`src/logic/rf_obs_pkg.sv`:
```
// Summary of operation
// - Raw in-phase 10-bit sample observable, sign at bit 9, split over two points.
// - Raw quadrature 10-bit sample observable, sign at bit 9, split over two points.
// - Filtered in-phase 15-bit value: bits 14:8 on one point, 7:0 on another.
// - Filtered quadrature 15-bit value split into bits 14:8 and 7:0.
// - First matched-filter output, 15-bit signed, split high and low.
// - Second matched-filter output split high and low; meaningless for type A 106k.
// - Synchronisation filter output, 15-bit signed, split high and low.
// - Transmit trigger is high for exactly the cycles data is being sent, one cycle later.
// - Receive trigger high while reception runs; edges mark start and end.
// - One single high pulse on the collision trigger per detected collision.
// - Each selected value leaves as an eight-bit converter code.
// - Raw samples: quadrature always on aux one, in-phase always on aux two.
package rf_obs_pkg;

    // ------------------------------------------------------------------
    // Widths
    // ------------------------------------------------------------------
    localparam int RAW_W        = 10;
    localparam int PROC_W       = 15;
    localparam int PROC_CH      = 5;
    localparam int RAW_PTS      = 4;
    localparam int PROC_PTS     = 10;
    localparam int DAC_W        = 8;
    localparam int EV_W         = 4;

    // ------------------------------------------------------------------
    // Register byte addresses
    // ------------------------------------------------------------------
    localparam logic [7:0] ADDR_CTRL    = 8'h00;
    localparam logic [7:0] ADDR_STATUS  = 8'h04;
    localparam logic [7:0] ADDR_MASK    = 8'h08;
    localparam logic [7:0] ADDR_LIVE    = 8'h0C;
    localparam logic [7:0] ADDR_RAW0    = 8'h10;
    localparam logic [7:0] ADDR_PROC0   = 8'h20;
    localparam logic [7:0] ADDR_LAST    = 8'h44;

    // ------------------------------------------------------------------
    // Field positions and reset values
    // ------------------------------------------------------------------
    localparam int CTRL_SEL_ONE_LSB     = 0;
    localparam int CTRL_SEL_TWO_LSB     = 4;
    localparam int EV_TX_END            = 0;
    localparam int EV_RX_START          = 1;
    localparam int EV_RX_END            = 2;
    localparam int EV_COLLISION         = 3;
    localparam logic [3:0] MASK_RESET   = 4'h0;
    localparam logic [7:0] DAC_MID      = 8'h80;
    localparam logic [1:0] RESP_OKAY    = 2'h0;
    localparam logic [1:0] RESP_SLVERR  = 2'h2;

    // ------------------------------------------------------------------
    // Aux output selection
    // ------------------------------------------------------------------
    typedef enum logic [2:0] {
        SEL_RAW       = 3'b000,
        SEL_FILT_I    = 3'b001,
        SEL_FILT_Q    = 3'b010,
        SEL_MF_FIRST  = 3'b011,
        SEL_MF_SECOND = 3'b100,
        SEL_SYNC      = 3'b101
    } obs_sel_t;

endpackage

```
`src/logic/obs_points_if.sv`:
```
`timescale 1ns/1ps
// Captured observation points passed from capture to top
interface obs_points_if;
    import rf_obs_pkg::*;
    logic [RAW_PTS-1:0][7:0]  raw_pt;
    logic [PROC_PTS-1:0][7:0] proc_pt;
    modport producer (output raw_pt, output proc_pt);
    modport consumer (input raw_pt, input proc_pt);
endinterface

```
`src/logic/rf_frontend_debug_observer.sv`:
```
`timescale 1ns/1ps
module rf_frontend_debug_observer
    import rf_obs_pkg::*;
(
    // Clock and reset
    input  wire logic               i_sys_clk,
    input  wire logic               i_rst_n,
    // Front-end samples
    input  wire logic               i_sample_strobe,
    input  wire logic [RAW_W-1:0]   i_raw_inphase,
    input  wire logic [RAW_W-1:0]   i_raw_quadrature,
    input  wire logic [PROC_W-1:0]  i_filtered_inphase_data,
    input  wire logic [PROC_W-1:0]  i_filtered_quadrature_data,
    input  wire logic [PROC_W-1:0]  i_matched_filter_first_out,
    input  wire logic [PROC_W-1:0]  i_matched_filter_second_out,
    input  wire logic [PROC_W-1:0]  i_sync_filter_out,
    // Front-end activity
    input  wire logic               i_tx_sending,
    input  wire logic               i_rx_ongoing,
    input  wire logic               i_collision_detect,
    // AXI4-Lite write
    input  wire logic               i_awvalid,
    output logic                    o_awready,
    input  wire logic [7:0]         i_awaddr,
    input  wire logic               i_wvalid,
    output logic                    o_wready,
    input  wire logic [31:0]        i_wdata,
    input  wire logic [3:0]         i_wstrb,
    output logic                    o_bvalid,
    input  wire logic               i_bready,
    output logic [1:0]              o_bresp,
    // AXI4-Lite read
    input  wire logic               i_arvalid,
    output logic                    o_arready,
    input  wire logic [7:0]         i_araddr,
    output logic                    o_rvalid,
    input  wire logic               i_rready,
    output logic [31:0]             o_rdata,
    output logic [1:0]              o_rresp,
    // Debug outputs
    output logic [DAC_W-1:0]        o_aux_output_one,
    output logic [DAC_W-1:0]        o_aux_output_two,
    output logic                    o_tx_active_trig,
    output logic                    o_rx_enable_trig,
    output logic                    o_collision_pulse,
    output logic                    o_irq
);

    // ------------------------------------------------------------------
    // Capture of observation points
    // ------------------------------------------------------------------
    obs_points_if pts ();

    logic [PROC_CH-1:0][PROC_W-1:0] proc_vals;
    assign proc_vals = {i_sync_filter_out, i_matched_filter_second_out,
                        i_matched_filter_first_out, i_filtered_quadrature_data,
                        i_filtered_inphase_data};

    obs_capture u_capture (
        .i_sys_clk        (i_sys_clk),
        .i_rst_n          (i_rst_n),
        .i_sample_strobe  (i_sample_strobe),
        .i_raw_inphase    (i_raw_inphase),
        .i_raw_quadrature (i_raw_quadrature),
        .i_proc_vals      (proc_vals),
        .pts              (pts.producer)
    );

    // ------------------------------------------------------------------
    // Trigger outputs
    // ------------------------------------------------------------------
    logic collision_prev;

    // Activity levels follow the front end one cycle later
    always_ff @(posedge i_sys_clk or negedge i_rst_n) begin
        if (!i_rst_n) begin
            o_tx_active_trig <= 1'b0;
            o_rx_enable_trig <= 1'b0;
        end else begin
            o_tx_active_trig <= i_tx_sending;
            o_rx_enable_trig <= i_rx_ongoing;
        end
    end

    // One pulse per rising edge of collision detect
    always_ff @(posedge i_sys_clk or negedge i_rst_n) begin
        if (!i_rst_n) begin
            collision_prev    <= 1'b0;
            o_collision_pulse <= 1'b0;
        end else begin
            collision_prev    <= i_collision_detect;
            o_collision_pulse <= i_collision_detect && !collision_prev;
        end
    end

    // ------------------------------------------------------------------
    // Control, status and mask registers
    // ------------------------------------------------------------------
    logic [2:0]      sel_one_bits;
    logic [2:0]      sel_two_bits;
    logic [EV_W-1:0] status;
    logic [EV_W-1:0] mask;
    logic [EV_W-1:0] events;
    logic [EV_W-1:0] status_clr;
    logic            wr_fire;
    logic            rd_fire;
    logic [7:0]      aw_addr_q;
    logic [31:0]     w_data_q;
    logic [3:0]      w_strb_q;
    logic            aw_held;
    logic            w_held;

    // Activity edges seen against the registered trigger levels; collision edge seen against collision_prev
    assign events[EV_TX_END]    = o_tx_active_trig && !i_tx_sending;
    assign events[EV_RX_START]  = !o_rx_enable_trig && i_rx_ongoing;
    assign events[EV_RX_END]    = o_rx_enable_trig && !i_rx_ongoing;
    assign events[EV_COLLISION] = i_collision_detect && !collision_prev;

    assign wr_fire    = aw_held && w_held && !o_bvalid;
    assign rd_fire    = i_arvalid && o_arready;
    assign status_clr = (rd_fire && i_araddr[7:2] == ADDR_STATUS[7:2]) ? '1 : '0;

    // Selection command written by the host
    always_ff @(posedge i_sys_clk or negedge i_rst_n) begin
        if (!i_rst_n) begin
            sel_one_bits <= SEL_RAW;
            sel_two_bits <= SEL_RAW;
            mask         <= MASK_RESET;
        end else if (wr_fire && w_strb_q[0] && aw_addr_q[1:0] == 2'h0) begin
            if (aw_addr_q[7:2] == ADDR_CTRL[7:2]) begin
                sel_one_bits <= w_data_q[CTRL_SEL_ONE_LSB +: 3];
                sel_two_bits <= w_data_q[CTRL_SEL_TWO_LSB +: 3];
            end
            if (aw_addr_q[7:2] == ADDR_MASK[7:2]) begin
                mask <= w_data_q[EV_W-1:0];
            end
        end
    end

    // Sticky events, read clears, a new event wins over the clear
    always_ff @(posedge i_sys_clk or negedge i_rst_n) begin
        if (!i_rst_n) begin
            status <= '0;
            o_irq  <= 1'b0;
        end else begin
            status <= (status & ~status_clr) | events;
            o_irq  <= |(status & mask);
        end
    end

    // ------------------------------------------------------------------
    // AXI4-Lite write channel
    // ------------------------------------------------------------------
    // Address and data taken in either order, response after both
    always_ff @(posedge i_sys_clk or negedge i_rst_n) begin
        if (!i_rst_n) begin
            aw_held   <= 1'b0;
            w_held    <= 1'b0;
            aw_addr_q <= 8'h00;
            w_data_q  <= 32'h0000_0000;
            w_strb_q  <= 4'h0;
            o_awready <= 1'b1;
            o_wready  <= 1'b1;
            o_bvalid  <= 1'b0;
            o_bresp   <= RESP_OKAY;
        end else begin
            if (i_awvalid && o_awready) begin
                aw_held   <= 1'b1;
                aw_addr_q <= i_awaddr;
                o_awready <= 1'b0;
            end
            if (i_wvalid && o_wready) begin
                w_held    <= 1'b1;
                w_data_q  <= i_wdata;
                w_strb_q  <= i_wstrb;
                o_wready  <= 1'b0;
            end
            if (wr_fire) begin
                aw_held  <= 1'b0;
                w_held   <= 1'b0;
                o_bvalid <= 1'b1;
                o_bresp  <= (aw_addr_q > ADDR_LAST || aw_addr_q[1:0] != 2'h0) ?
                            RESP_SLVERR : RESP_OKAY;
            end
            if (o_bvalid && i_bready) begin
                o_bvalid  <= 1'b0;
                o_awready <= 1'b1;
                o_wready  <= 1'b1;
            end
        end
    end

    // ------------------------------------------------------------------
    // AXI4-Lite read channel
    // ------------------------------------------------------------------
    logic [31:0] rd_word;
    logic        rd_bad;
    logic [5:0]  rd_idx;

    // Read data decode
    always_comb begin
        rd_word = 32'h0000_0000;
        rd_bad  = 1'b0;
        rd_idx  = i_araddr[7:2];
        if (i_araddr[1:0] != 2'h0 || i_araddr > ADDR_LAST) begin
            rd_bad = 1'b1;
        end else if (rd_idx == ADDR_CTRL[7:2]) begin
            rd_word = {25'h0, sel_two_bits, 1'b0, sel_one_bits};
        end else if (rd_idx == ADDR_STATUS[7:2]) begin
            rd_word = {28'h0, status};
        end else if (rd_idx == ADDR_MASK[7:2]) begin
            rd_word = {28'h0, mask};
        end else if (rd_idx == ADDR_LIVE[7:2]) begin
            rd_word = {29'h0, o_collision_pulse, o_rx_enable_trig, o_tx_active_trig};
        end else if (rd_idx < ADDR_PROC0[7:2]) begin
            rd_word = {24'h0, pts.raw_pt[2'(rd_idx - ADDR_RAW0[7:2])]};
        end else begin
            rd_word = {24'h0, pts.proc_pt[4'(rd_idx - ADDR_PROC0[7:2])]};
        end
    end

    // One read at a time, answer the cycle after the address
    always_ff @(posedge i_sys_clk or negedge i_rst_n) begin
        if (!i_rst_n) begin
            o_arready <= 1'b1;
            o_rvalid  <= 1'b0;
            o_rdata   <= 32'h0000_0000;
            o_rresp   <= RESP_OKAY;
        end else if (rd_fire) begin
            o_arready <= 1'b0;
            o_rvalid  <= 1'b1;
            o_rdata   <= rd_word;
            o_rresp   <= rd_bad ? RESP_SLVERR : RESP_OKAY;
        end else if (o_rvalid && i_rready) begin
            o_rvalid  <= 1'b0;
            o_arready <= 1'b1;
        end
    end

    // ------------------------------------------------------------------
    // Aux converter codes
    // ------------------------------------------------------------------
    obs_sel_t sel_one;
    obs_sel_t sel_two;
    assign sel_one = obs_sel_t'(sel_one_bits);
    assign sel_two = obs_sel_t'(sel_two_bits);

    // Top eight bits of a 15-bit point pair, offset binary
    function automatic logic [7:0] proc_code(input logic [7:0] hi, input logic [7:0] lo);
        return {~hi[6], hi[5:0], lo[7]};
    endfunction

    // Map a selection onto a converter code; raw choice fixed per output
    function automatic logic [7:0] aux_code(input obs_sel_t sel, input logic [7:0] raw_hi);
        logic [7:0] code;
        code = DAC_MID;
        unique case (sel)
            SEL_RAW:       code = {~raw_hi[7], raw_hi[6:0]};
            SEL_FILT_I:    code = proc_code(pts.proc_pt[0], pts.proc_pt[1]);
            SEL_FILT_Q:    code = proc_code(pts.proc_pt[2], pts.proc_pt[3]);
            SEL_MF_FIRST:  code = proc_code(pts.proc_pt[4], pts.proc_pt[5]);
            SEL_MF_SECOND: code = proc_code(pts.proc_pt[6], pts.proc_pt[7]);
            SEL_SYNC:      code = proc_code(pts.proc_pt[8], pts.proc_pt[9]);
            default:       code = DAC_MID;
        endcase
        return code;
    endfunction

    // Codes change only when points or selection change
    always_ff @(posedge i_sys_clk or negedge i_rst_n) begin
        if (!i_rst_n) begin
            o_aux_output_one <= DAC_MID;
            o_aux_output_two <= DAC_MID;
        end else begin
            o_aux_output_one <= aux_code(sel_one, pts.raw_pt[2]);
            o_aux_output_two <= aux_code(sel_two, pts.raw_pt[0]);
        end
    end
endmodule

```
`src/logic/obs_capture.sv`:
```
`timescale 1ns/1ps
module obs_capture
    import rf_obs_pkg::*;
(
    // Clock and reset
    input  wire logic                          i_sys_clk,
    input  wire logic                          i_rst_n,
    // Samples
    input  wire logic                          i_sample_strobe,
    input  wire logic [RAW_W-1:0]              i_raw_inphase,
    input  wire logic [RAW_W-1:0]              i_raw_quadrature,
    input  wire logic [PROC_CH-1:0][PROC_W-1:0] i_proc_vals,
    // Points
    obs_points_if.producer                     pts
);

    // ------------------------------------------------------------------
    // Raw converter samples
    // ------------------------------------------------------------------
    // Upper byte, then sign with low seven bits
    always_ff @(posedge i_sys_clk or negedge i_rst_n) begin
        if (!i_rst_n) begin
            pts.raw_pt <= '0;
        end else if (i_sample_strobe) begin
            pts.raw_pt[0] <= i_raw_inphase[9:2];
            pts.raw_pt[1] <= {i_raw_inphase[9], i_raw_inphase[6:0]};
            pts.raw_pt[2] <= i_raw_quadrature[9:2];
            pts.raw_pt[3] <= {i_raw_quadrature[9], i_raw_quadrature[6:0]};
        end
    end

    // ------------------------------------------------------------------
    // Processed values, high point then low point per channel
    // ------------------------------------------------------------------
    for (genvar k = 0; k < PROC_CH; k++) begin : g_proc
        // Top bit of the high point reads zero
        always_ff @(posedge i_sys_clk or negedge i_rst_n) begin
            if (!i_rst_n) begin
                pts.proc_pt[2*k]   <= '0;
                pts.proc_pt[2*k+1] <= '0;
            end else if (i_sample_strobe) begin
                pts.proc_pt[2*k]   <= {1'b0, i_proc_vals[k][14:8]};
                pts.proc_pt[2*k+1] <= i_proc_vals[k][7:0];
            end
        end
    end
endmodule

```
`config.mk`:
```
export PLATFORM = sky130hd
export DESIGN_NAME = rf_frontend_debug_observer
export DESIGN_NICKNAME = d
export VERILOG_FILES = /design/src/logic/rf_obs_pkg.sv /design/src/logic/obs_points_if.sv /design/src/logic/rf_frontend_debug_observer.sv /design/src/logic/obs_capture.sv
export SDC_FILE = /design/constraint.sdc
export NUM_CORES = 1
export LEC_CHECK = 0
export ABC_AREA = 1
export BUFFER_PORTS_ARGS = -buffer_cell sky130_fd_sc_hd__buf_2
export CAP_MARGIN = 20
export CELL_PAD_IN_SITES_DETAIL_PLACEMENT = 0
export CELL_PAD_IN_SITES_GLOBAL_PLACEMENT = 1
export CORE_MARGIN = 2
export CORE_UTILIZATION = 35
export DETAILED_ROUTE_END_ITERATION = 16
export PLACE_DENSITY = 0.76
export SLEW_MARGIN = 20
export SYNTH_ARGS = -nofsm -noshare
export SYNTH_HDL_FRONTEND = slang
export SYNTH_SLANG_ARGS = --single-unit
```
`constraint.sdc`:
```
create_clock -name i_sys_clk -period 1.5 [get_ports i_sys_clk]
set_input_delay 0.225 -clock i_sys_clk [delete_from_list [all_inputs] [get_ports i_sys_clk]]
set_output_delay 0.225 -clock i_sys_clk [all_outputs]
set_load 0.01 [all_outputs]
```
==> results of run 1 <==
per-layer routing:
layer | vias to the layer above | part of all wire | global-route usage
li1 | 3572 | - | -
met1 | 3469 | 0.46 | 0.312
met2 | 309 | 0.45 | 0.339
met3 | 43 | 0.071 | 0.0440
met4 | 0 | 0.022 | 0.0808
met5 | - | 0 | 0
final cells by class:
cell class,instances,area (sq um)
clock buffer,20,447
timing repair buffer,299,2060
inverter,114,432
clock inverter,12,119
fill,2196,11300
sequential,163,4090
multi-input combinational,620,3140
antenna,1,2.50
tap,280,350
path summary, 6_finish.rpt:
check                                          from                                    to  slack (ps)  cells past startpoint
max in group asynchronous                   i_rst_n                 o_awready$_DFFE_PN1P_         650                      3
min in group asynchronous                   i_rst_n  u_capture.pts.proc_pt[9]$_DFFE_PN0P_         250                      2
hold reg to reg            collision_prev$_DFF_PN0_           o_collision_pulse$_DFF_PN0_         440                      1
hold / removal                  i_raw_quadrature[0]  u_capture.pts.raw_pt[24]$_DFFE_PN0P_          10                      3
setup / recovery             sel_two[1]$_DFFE_PN0P_         o_aux_output_two[4]$_DFF_PN0_          10                      6
setup reg to reg             sel_two[1]$_DFFE_PN0P_         o_aux_output_two[4]$_DFF_PN0_          10                      6
synthesized netlist by cell type (all sizes together), types with 5 or more instances:
| cell | n | share of area |
|---|---|---|
| nor2 | 58 | 0.032 |
| buf | 39 | 0.035 |
| o221ai | 15 | 0.017 |
| clkbuf | 16 | 0.0077 |
| a21oi | 27 | 0.017 |
| inv | 111 | 0.053 |
| dfrtp | 158 | 0.50 |
| o211ai | 7 | 0.0067 |
| mux2 | 34 | 0.049 |
| nand3 | 23 | 0.015 |
| nor3 | 5 | 0.0032 |
| a22oi | 6 | 0.0057 |
| nand2 | 268 | 0.13 |
| a211oi | 6 | 0.0057 |
| o22ai | 24 | 0.019 |
| dfstp | 5 | 0.017 |
| o21ai | 106 | 0.068 |
flip-flops by register name, summed over array words and instances, names as in the netlist, 3 cells and up:
| name | count |
|---|---|
| aw_addr_q | 8 |
| mask | 4 |
| o_aux_output_one | 8 |
| o_aux_output_two | 8 |
| o_rdata | 8 |
| sel_one | 3 |
| sel_two | 3 |
| status | 4 |
| u_capture.pts.proc_pt | 75 |
| u_capture.pts.raw_pt | 20 |
| w_data_q | 7 |
per-stage QoR:
| stage | total power [W] | area [sq um] | util |
|---|---|---|---|
| 6_report | 0.0140 | 10600 | 0.486 |
| 5_1_grt | 0.0147 | 10600 | 0.486 |
| 4_1_cts | 0.0139 | 10500 | 0.481 |
| 3_5_place_dp | 0.00955 | 9620 | 0.439 |
| 3_3_place_gp | 0.00950 | 9620 | 0.439 |
| 2_1_floorplan | 0.00760 | 7940 | - |
kinds of logic after synthesis:
family          synth area share
compound gates             0.148
mux                       0.0488
simple gates               0.185
buf+inv                   0.0972
other cells             0.000478
flops                      0.521
worst max-delay path, stage by stage, from the launching register on:
cell	delay, ps
dfrtp_1	400
buf_4	160
nor2_4	40
nand2_2	140
buf_4	160
o22ai_1	70
a2111o_1	390
power groups by stage:
stage | Clock, W | Combinational [W] | Sequential [W]
after floorplan | 0 | 0.00173 | 0.00587
after global placement | 0 | 0.00370 | 0.00581
after detailed placement | 0 | 0.00374 | 0.00581
after CTS | 0.00433 | 0.00383 | 0.00574
after global routing | 0.00450 | 0.00433 | 0.00587
final | 0.00424 | 0.00396 | 0.00577
what timing repair did:
item / in CTS / in global routing
resized for setup: 3 / 21
cloned: 0 / 0
setup buffers: 0 / 5
endpoints found under the setup margin: 9 / 23
pin swaps: 0 / 7
hold buffers: 35 / 0
endpoints found under the hold margin: 65 / 0
==> impl_results.md, run 1 <==
- Area Overhead vs Synth: 35.6%
- Global Route Usage Sum: 0.221
- Root buf cell: clkbuf_16
- Routability cong.: 0.979
- Async SR Flop Fraction: 1.00
- Final WL: between 20000 and 30000 um
- Initial antenna violation count: 1
- Most frequent cells in the layout: nand2_1 (261), buf_2 (162), dfrtp_1 (157)
- Htree depth: 4
- Int Power: 0.00933 W
- EDFF count, synth: 0
- Clock tree buffer depth: 2
- First-pass GRT wire length: 40000 um
- Post-synthesis register bit count: 163
- CP arrival: 1790 ps
- Sequential element share of the synthesized area: 0.521
- Clock transition at path regs: 70 ps
- Crit. End Element: flip-flop
- Final min period: 1490 ps
- Final Hold Viols: 0
- Die Wd: 154 um
- Die area: 23600 sq um
- Req. time, crit path: about 1800 ps
- Yosys warns: 0
- Placed cells: 1436
- Leak Pwr: 5.38 nW
- Critical path class: reg2reg
- Initial Util: 0.358
- Worst skew pair latency: 430 ps
- Kind of start point of the critical path: flip-flop
- Gate Count Post-Synth: 927
- Fmax: 672 MHz
- Core area: approximately 22000 sq um
- Sw power: 0.00464 W
- Fin crit share: 0.992
- Largest net degree at the start of global routing: 44
- Worst hold path type: in2reg
- Fin Setup TNS: 0 ps
- Worst slack, placed: -280 ps
- Routed len/inst: around 17 um
- Inserted Clock Buffers: 17
- Ports: between 200 and 250
- Clock Sinks: between 150 and 200
- Die Y: 154 um
- Post-route insts no fill: 1509
- Share of cells above drive strength 1: 0.298
- Unrepaired setup endpoints after global routing: true
- GRT overflow: 0
- DRC: 0
- Syn_area_per_cell: between 8 and 9 sq um
- 1st-iter DRT viols: 590
- Final Max Tran Viols: 0
- Synth Flop Type: dfrtp_1
- Worst setup margin: between 10 and 15 ps
- CTS tree: done
- DR vias/cell: 4.90
- Max VDD drop: 0.836 mV
- Commonest non-fill, non-tap cell in the layout: nand2_1
- Setup Skew: 9.90 ps
- Library cells used by synthesis: 34
- Sw Ratio: 0.332
- Crit path max fanout: 4
- Post-DP HPWL: 19900 um
- Drt first pass iters: 6
- # rows: 54
- Endpoints failing setup: 0
- Sequential Power Share: 0.413
- Comb pwr share: 0.283
- Hold Slack: approximately 11 ps
- Pwr Density: around 1300 nW/um^2
- Post-Synthesis Cell Area: ~7800 sq um
- Vias in the first global route: 7245
- Nets: between 1000 and 1500
- Clock share of power: 0.304
- PortBufs: 164
- Maxcap violations: 0
- Via count: about 7400
- Routed Antenna Nets: 0
- Status: completed
Note: power is estimated with default switching activity, not from simulation.
==> run 2: changes to the inputs <==
--- a/config.mk
+++ b/config.mk
@@ -11,9 +11,9 @@
 export CELL_PAD_IN_SITES_DETAIL_PLACEMENT = 0
 export CELL_PAD_IN_SITES_GLOBAL_PLACEMENT = 1
 export CORE_MARGIN = 2
-export CORE_UTILIZATION = 35
+export CORE_UTILIZATION = 34
 export DETAILED_ROUTE_END_ITERATION = 16
-export PLACE_DENSITY = 0.76
+export PLACE_DENSITY = 0.74
 export SLEW_MARGIN = 20
 export SYNTH_ARGS = -nofsm -noshare
 export SYNTH_HDL_FRONTEND = slang
==> run 2 against run 1 <==
Compared with the run above:
- global-route usage down 0.27 points
- final cell count hardly changed
- critical path depth stayed put
- clock power hardly changed
- fmax is 1.1% higher
- design area increased by 0.18%
- utilization fell by 1.5 points
- highest routed layer unchanged
- power rose by 1.2%
- count of clock-buffer cells in the layout shrank 1
==> impl_results.md, run 2 (same netlist as run 1, synthesis figures left out) <==
- First-pass GRT wire length: 39700 um (was 40000 um)
- GRT overflow: 0 (unchanged)
- Most frequent cells in the layout: nand2_1 (261), buf_2 (162), dfrtp_1 (157) (unchanged)
- Die area: 24300 sq um (was 23600 sq um)
- Placed cells: 1442 (was 1436)
- RR Endpoint: o_aux_output_two[4]$_DFF_PN0_ (unchanged)
- CP arrival: 1760 ps (was 1790 ps)
- Worst skew pair latency: 430 ps (about the same)
- PortBufs: 164 (unchanged)
- Hold Slack: 10.8 ps (was 11.4 ps)
- Ports: 219 (unchanged)
- Req. time, crit path: 1790 ps (was 1800 ps)
- Routed len/inst: 17.3 um (was 17.1 um)
- Die Wd: 156 um (was 154 um)
- # rows: 55 (was 54)
- Cells on worst reg2reg path: 6 (unchanged)
- WL met3: 1680 um (was 1830 um)
- Via count: 7279 (was 7393)
- DP Area: 9610 sq um (was 9620 sq um)
- Global Route Usage Sum: 0.218 (was 0.221)
- Pwr Density: 1330 nW/um^2 (was 1310 nW/um^2)
- Sequential Area: 4090 sq um (unchanged)
- Clock Sinks: 163 (unchanged)
- Uppermost layer routed: met4 (unchanged)
- Number of flip-flops under the largest register name: 75 (unchanged)
- Endpoints failing setup: 0 (unchanged)
- Worst Hold Path EP: u_capture.pts.raw_pt[25]$_DFFE_PN0P_ (was u_capture.pts.raw_pt[24]$_DFFE_PN0P_)
- Inserted Clock Buffers: 17 (unchanged)
- Worst hold path startpoint: i_raw_quadrature[1] (was i_raw_quadrature[0])
- Status: completed (unchanged)
- Routability cong.: 0.941 (was 0.979)
- Root buf cell: clkbuf_16 (unchanged)
- CP Launch Point: sel_two[0]$_DFFE_PN0P_ (was sel_two[1]$_DFFE_PN0P_)
- 1st-iter DRT viols: 519 (was 590)
- Fmax: 680 MHz (was 672 MHz)
- Final WL: 26100 um (was 25800 um)
- Initial Util: 0.346 (was 0.358)
- Area Overhead vs Synth: 35.8% (was 35.6%)
- Setup Skew: 9.59 ps (was 9.90 ps)
- Worst hold path type: in2reg (unchanged)
- DR vias/cell: 4.82 (was 4.90)
- Met1 wire length: 12400 um (was 11900 um)
- Max VDD drop: 0.726 mV (was 0.836 mV)
- Crit. End Element: flip-flop (unchanged)
- Worst r2r src: sel_two[0]$_DFFE_PN0P_ (was sel_two[1]$_DFFE_PN0P_)
- Top reg by flops: u_capture.pts.proc_pt (unchanged)
- Drt first pass iters: 5 (was 6)
- Initial antenna violation count: 1 (unchanged)
- Regs by FF count: u_capture.pts.proc_pt (75), u_capture.pts.raw_pt (20) (unchanged)
- Unrepaired setup endpoints after global routing: true (unchanged)
- Leak Pwr: 5.39 nW (was 5.38 nW)
- Routed Antenna Nets: 0 (unchanged)
- Post-route insts no fill: 1510 (was 1509)
- CTS tree: done (unchanged)
- DRC: 0 (unchanged)
- Filler Cell Count: 2252 (was 2196)
- Critical path class: reg2reg (unchanged)
- Clock transition at path regs: 70 ps (about the same)
- Share of cells above drive strength 1: 0.314 (was 0.298)
- Area of the multi-input gates: 3180 sq um (was 3140 sq um)
- Commonest non-fill, non-tap cell in the layout: nand2_1 (unchanged)
- Cells on Worst Hold Path: 3 (unchanged)
- Htree depth: 4 (unchanged)
- DR WL met2: 11500 um (about the same)
- Nets: 1369 (was 1373)
- Post-DP HPWL: 20100 um (was 19900 um)
- Design area: 10700 sq um (was 10600 sq um)
- Crit path max fanout: 5 (was 4)
- Flop2flop setup slack: 30 ps (was 10 ps)
- Core area: 22600 sq um (was 21900 sq um)
- Vias in the first global route: 7042 (was 7245)
- Kind of start point of the critical path: flip-flop (unchanged)
- Clock tree buffer depth: 2 (unchanged)
- Maxcap violations: 0 (unchanged)
- Fin Setup TNS: 0 ps (unchanged)
- Largest net degree at the start of global routing: 46 (was 44)
- Final Hold Viols: 0 (unchanged)
- Final min period: 1470 ps (was 1490 ps)
- Tot Pwr: 0.0141 W (was 0.0140 W)
- Fin crit share: 0.981 (was 0.992)
- Die Y: 156 um (was 154 um)
- Final Max Tran Viols: 0 (unchanged)
run 2: cell types whose count changed in the layout (fill, tap and decap cells not counted), sizes merged:
cell         delta
dlygate4sd3     -9
inv             +1
clkbuf          -1
clkinv          +5
buf             +5
clkinvlp        -5
run 2: worst max path at each step:
stage / end / cells past startpoint
after detailed placement: status[2]$_DFF_PN0_ / 9
after global routing: o_aux_output_one[1]$_DFF_PN0_ / 7
after global placement: status[2]$_DFF_PN0_ / 9
final: o_aux_output_two[4]$_DFF_PN0_ / 6
after floorplan: sel_two[0]$_DFFE_PN0P_ / 5
after CTS: sel_one[1]$_DFFE_PN0P_ / 6
run 2: layout make-up:
class | count | share of cell area
inverters | 114 | 0.0402
clock inverters | 13 | 0.0115
repair buffers | 295 | 0.191
multi-input cells | 620 | 0.299
diodes | 1 | 0.000235
clock buffers | 19 | 0.0416
flip-flops and latches | 163 | 0.384
well taps | 285 | 0.0335
run 2: metal layers:
| layer | up-vias | track usage |
|---|---|---|
| met5 | - | 0 |
| met4 | 0 | 0.0799 |
| met3 | 30 | 0.0331 |
| met2 | 297 | 0.327 |
| met1 | 3399 | 0.321 |
| li1 | 3553 | - |
run 2: what timing repair did:
action	CTS	global route
pin swaps	2	10
hold buffers	26	0
endpoints found under the hold margin	57	0
endpoints found under the setup margin	16	25
gates resized for setup	6	28
buffers inserted	1	8
run 2: metrics by stage:
step | setup slack, ps | util
floorplan | 74.5 | -
global placement | -162 | 0.424
detailed placement | -165 | 0.424
CTS | 1.06 | 0.462
global route | -26.0 | 0.470
finish | 28.9 | 0.471
run 2: report_power, final:
group | switching, W | total [W] | internal (W)
Clock | 0.00191 | 0.00426 | 0.00235
Combinational | 0.00235 | 0.00412 | 0.00177
Sequential | 0.000473 | 0.00576 | 0.00529
Total | 0.00473 | 0.0141 | 0.00941
run 2: worst max-delay path, cell delays in order, from the launching register on:
cell      delay (ps)
dfrtp_1          400
buf_4            150
nor2_2            50
nand2_2          130
buf_4            130
o22ai_1           70
a2111o_1         400
==> run 3: changes to the inputs <==
--- a/config.mk
+++ b/config.mk
@@ -13,7 +13,7 @@
 export CORE_MARGIN = 2
 export CORE_UTILIZATION = 34
 export DETAILED_ROUTE_END_ITERATION = 16
-export PLACE_DENSITY = 0.74
+export PLACE_DENSITY = 0.71
 export SLEW_MARGIN = 20
 export SYNTH_ARGS = -nofsm -noshare
 export SYNTH_HDL_FRONTEND = slang
==> constraint.sdc (replaced) <==
create_clock -name i_sys_clk -period 1.6 [get_ports i_sys_clk]
set_input_delay 0.24 -clock i_sys_clk [delete_from_list [all_inputs] [get_ports i_sys_clk]]
set_output_delay 0.24 -clock i_sys_clk [all_outputs]
set_load 0.01 [all_outputs]
==> run 3 against run 2 <==
Compared with the run above:
- final cell count shrank 2.1%
- worst setup slack better by 57 ps
- count of clock-buffer cells in the layout did not move
- fmax decreased by 2.8%
- design area decreased by 2.9%
- utilization fell by 1.3 points
- die area did not move
- highest routed layer unchanged
- clock skew up 0.98 ps
- power shrank 6.5%
- sequential power decreased by 6.3%
==> impl_results.md, run 3 (same netlist as run 1, synthesis figures left out) <==
- CP arrival: 1800 ps (was 1760 ps)
- Worst hold path startpoint: i_awaddr[3] (was i_raw_quadrature[1])
- DRC: 0 (unchanged)
- CTS tree: done (unchanged)
- Cells on Worst Hold Path: 3 (unchanged)
- Die area: 24300 sq um (unchanged)
- Ports: 219 (unchanged)
- Die Y: 156 um (unchanged)
- CP peak stage delay: 450 ps (was 400 ps)
- Final min period: 1510 ps (was 1470 ps)
- Worst setup margin: 85.9 ps (was 28.9 ps)
- Pwr Density: 1280 nW/um^2 (was 1330 nW/um^2)
- Critical path class: reg2reg (unchanged)
- Drt first pass iters: 5 (unchanged)
- Nets: 1338 (was 1369)
- Clock share of power: 0.328 (was 0.301)
- Max VDD drop: 0.733 mV (was 0.726 mV)
- Inserted Clock Buffers: 17 (unchanged)
- Critical path depth: 4 (was 6)
- Clock tree buffer depth: 2 (unchanged)
- Share of cells above drive strength 1: 0.291 (was 0.314)
- Vias in the first global route: 6991 (was 7042)
- CP max stage cell: a2111o_1 (was dfrtp_1)
- Routed len/inst: 17.2 um (was 17.3 um)
- Sequential Area: 4090 sq um (about the same)
- Post-DP HPWL: 19600 um (was 20100 um)
- Placed cells: 1428 (was 1442)
- PortBufs: 164 (unchanged)
- CP Launch Point: sel_two[2]$_DFFE_PN0P_ (was sel_two[0]$_DFFE_PN0P_)
- First-pass GRT wire length: 39200 um (was 39700 um)
- Endpoints failing setup: 0 (unchanged)
- Worst slack, placed: -93.0 ps (was -165 ps)
- Crit. End Element: flip-flop (unchanged)
- Final Max Tran Viols: 0 (unchanged)
- Int Power: 0.00884 W (was 0.00941 W)
- Clock Sinks: 163 (unchanged)
- Crit path max fanout: 7 (was 5)
- Fin crit share: 0.946 (was 0.981)
- Worst hold path type: in2reg (unchanged)
- Routed Antenna Nets: 0 (unchanged)
- Setup Skew: 10.6 ps (was 9.59 ps)
- Leak Pwr: 5.25 nW (was 5.39 nW)
- Unrepaired setup endpoints after global routing: false (was true)
- Root buf cell: clkbuf_16 (unchanged)
- Cells on worst reg2reg path: 4 (was 6)
- Initial antenna violation count: 0 (was 1)
- Global Route Usage Sum: 0.215 (was 0.218)
- Comb pwr share: 0.264 (was 0.291)
- CP Buf/Inv Count: 1 (was 2)
- Commonest non-fill, non-tap cell in the layout: nand2_1 (unchanged)
- Regs by FF count: u_capture.pts.proc_pt (75), u_capture.pts.raw_pt (20) (unchanged)
- Clock transition at path regs: 70 ps (about the same)
- Htree depth: 4 (unchanged)
- Req. time, crit path: 1890 ps (was 1790 ps)
- Routability cong.: 0.916 (was 0.941)
- # rows: 55 (unchanged)
- Fmax: 660 MHz (was 680 MHz)
- Die Wd: 156 um (unchanged)
- Filler Cell Count: 2293 (was 2252)
- Sw power: 0.00438 W (was 0.00473 W)
- Final Hold Viols: 0 (unchanged)
- Worst skew pair latency: 430 ps (about the same)
- Initial Util: 0.346 (unchanged)
- GRT overflow: 0 (unchanged)
- Largest net degree at the start of global routing: 41 (was 46)
- Final WL: 25400 um (was 26100 um)
- Via count: 7168 (was 7279)
- DR vias/cell: 4.85 (was 4.82)
- Critical path cell sequence: clkinvlp_4, nand2_1, nor2_1, a2111o_1 (was buf_4, nor2_2, nand2_2, buf_4, o22ai_1, a2111o_1)
- Kind of start point of the critical path: flip-flop (unchanged)
- Sw Ratio: 0.331 (was 0.334)
- CP delay by family, top: compound AO/OA/AOI/OAI gates (unchanged)
- Area Overhead vs Synth: 31.9% (was 35.8%)
- Sequential Power Share: 0.408 (was 0.407)
- Area of the multi-input gates: 3130 sq um (was 3180 sq um)
- Most frequent cells in the layout: nand2_1 (262), buf_2 (162), dfrtp_1 (158) (was nand2_1 (261), buf_2 (162), dfrtp_1 (157))
- Post-route insts no fill: 1479 (was 1510)
- 1st-iter DRT viols: 548 (was 519)
- Number of flip-flops under the largest register name: 75 (unchanged)
- Core area: 22600 sq um (unchanged)
- Status: completed (unchanged)
- Top reg by flops: u_capture.pts.proc_pt (unchanged)
- Fin Setup TNS: 0 ps (unchanged)
- Worst r2r src: sel_two[2]$_DFFE_PN0P_ (was sel_two[0]$_DFFE_PN0P_)
- Maxcap violations: 0 (unchanged)
==> run 3: metal layers <==
layer | up-vias | global-route usage | share of wire
li1 | 3499 | - | -
met1 | 3401 | 0.310 | 0.48
met2 | 240 | 0.326 | 0.44
met3 | 28 | 0.0403 | 0.059
met4 | 0 | 0.0699 | 0.019
met5 | - | 0 | 0
==> run 3: final timing paths <==
kind | endpoint | slack, ps
setup / recovery | o_aux_output_two[4]$_DFF_PN0_ | 90
hold / removal | aw_addr_q[3]$_DFFE_PN0P_ | 10
setup reg to reg | o_aux_output_two[4]$_DFF_PN0_ | 90
hold reg to reg | o_collision_pulse$_DFF_PN0_ | 440
max in group asynchronous | o_arready$_DFFE_PN1P_ | 700
min in group asynchronous | u_capture.pts.proc_pt[26]$_DFFE_PN0P_ | 300
==> run 3: what timing repair did <==
item	in CTS	in global routing
endpoints found under the setup margin	2	21
buffers inserted	0	1
hold buffers	17	0
gates resized for setup	2	12
pin swaps	0	2
hold endpoints to repair	51	0
==> run 3: area by class of cell <==
type	count	share of cell area
antenna	1	0.000242
clock buffer	19	0.0438
clock inverter	13	0.0160
inverter	114	0.0417
multi-input combinational	620	0.303
sequential	163	0.395
tap	285	0.0345
timing repair buffer	264	0.167
==> run 3: through the flow <==
step | hold WS [ps] | total power [W] | cell area, sq um | util
2_1_floorplan | -55.6 | 0.00713 | 7940 | -
3_3_place_gp | 184 | 0.00880 | 9500 | 0.420
3_5_place_dp | 188 | 0.00884 | 9500 | 0.420
4_1_cts | 2.95 | 0.0132 | 10300 | 0.455
5_1_grt | 9.34 | 0.0139 | 10300 | 0.457
6_report | 13.4 | 0.0132 | 10300 | 0.457
==> run 3: worst min-delay path, delay by kind of cell <==
family	cells	cell delay, ps
buf+inv	1	70
compound gates	1	50
simple gates	1	40
==> run 3: power groups by stage <==
stage                     Sequential (W)  Combinational, W  Clock [W]
after global placement           0.00545           0.00335          0
after global routing             0.00550           0.00387    0.00456
after floorplan                  0.00550           0.00163          0
final                            0.00540           0.00349    0.00433
after detailed placement         0.00546           0.00338          0
after CTS                        0.00539           0.00344    0.00440
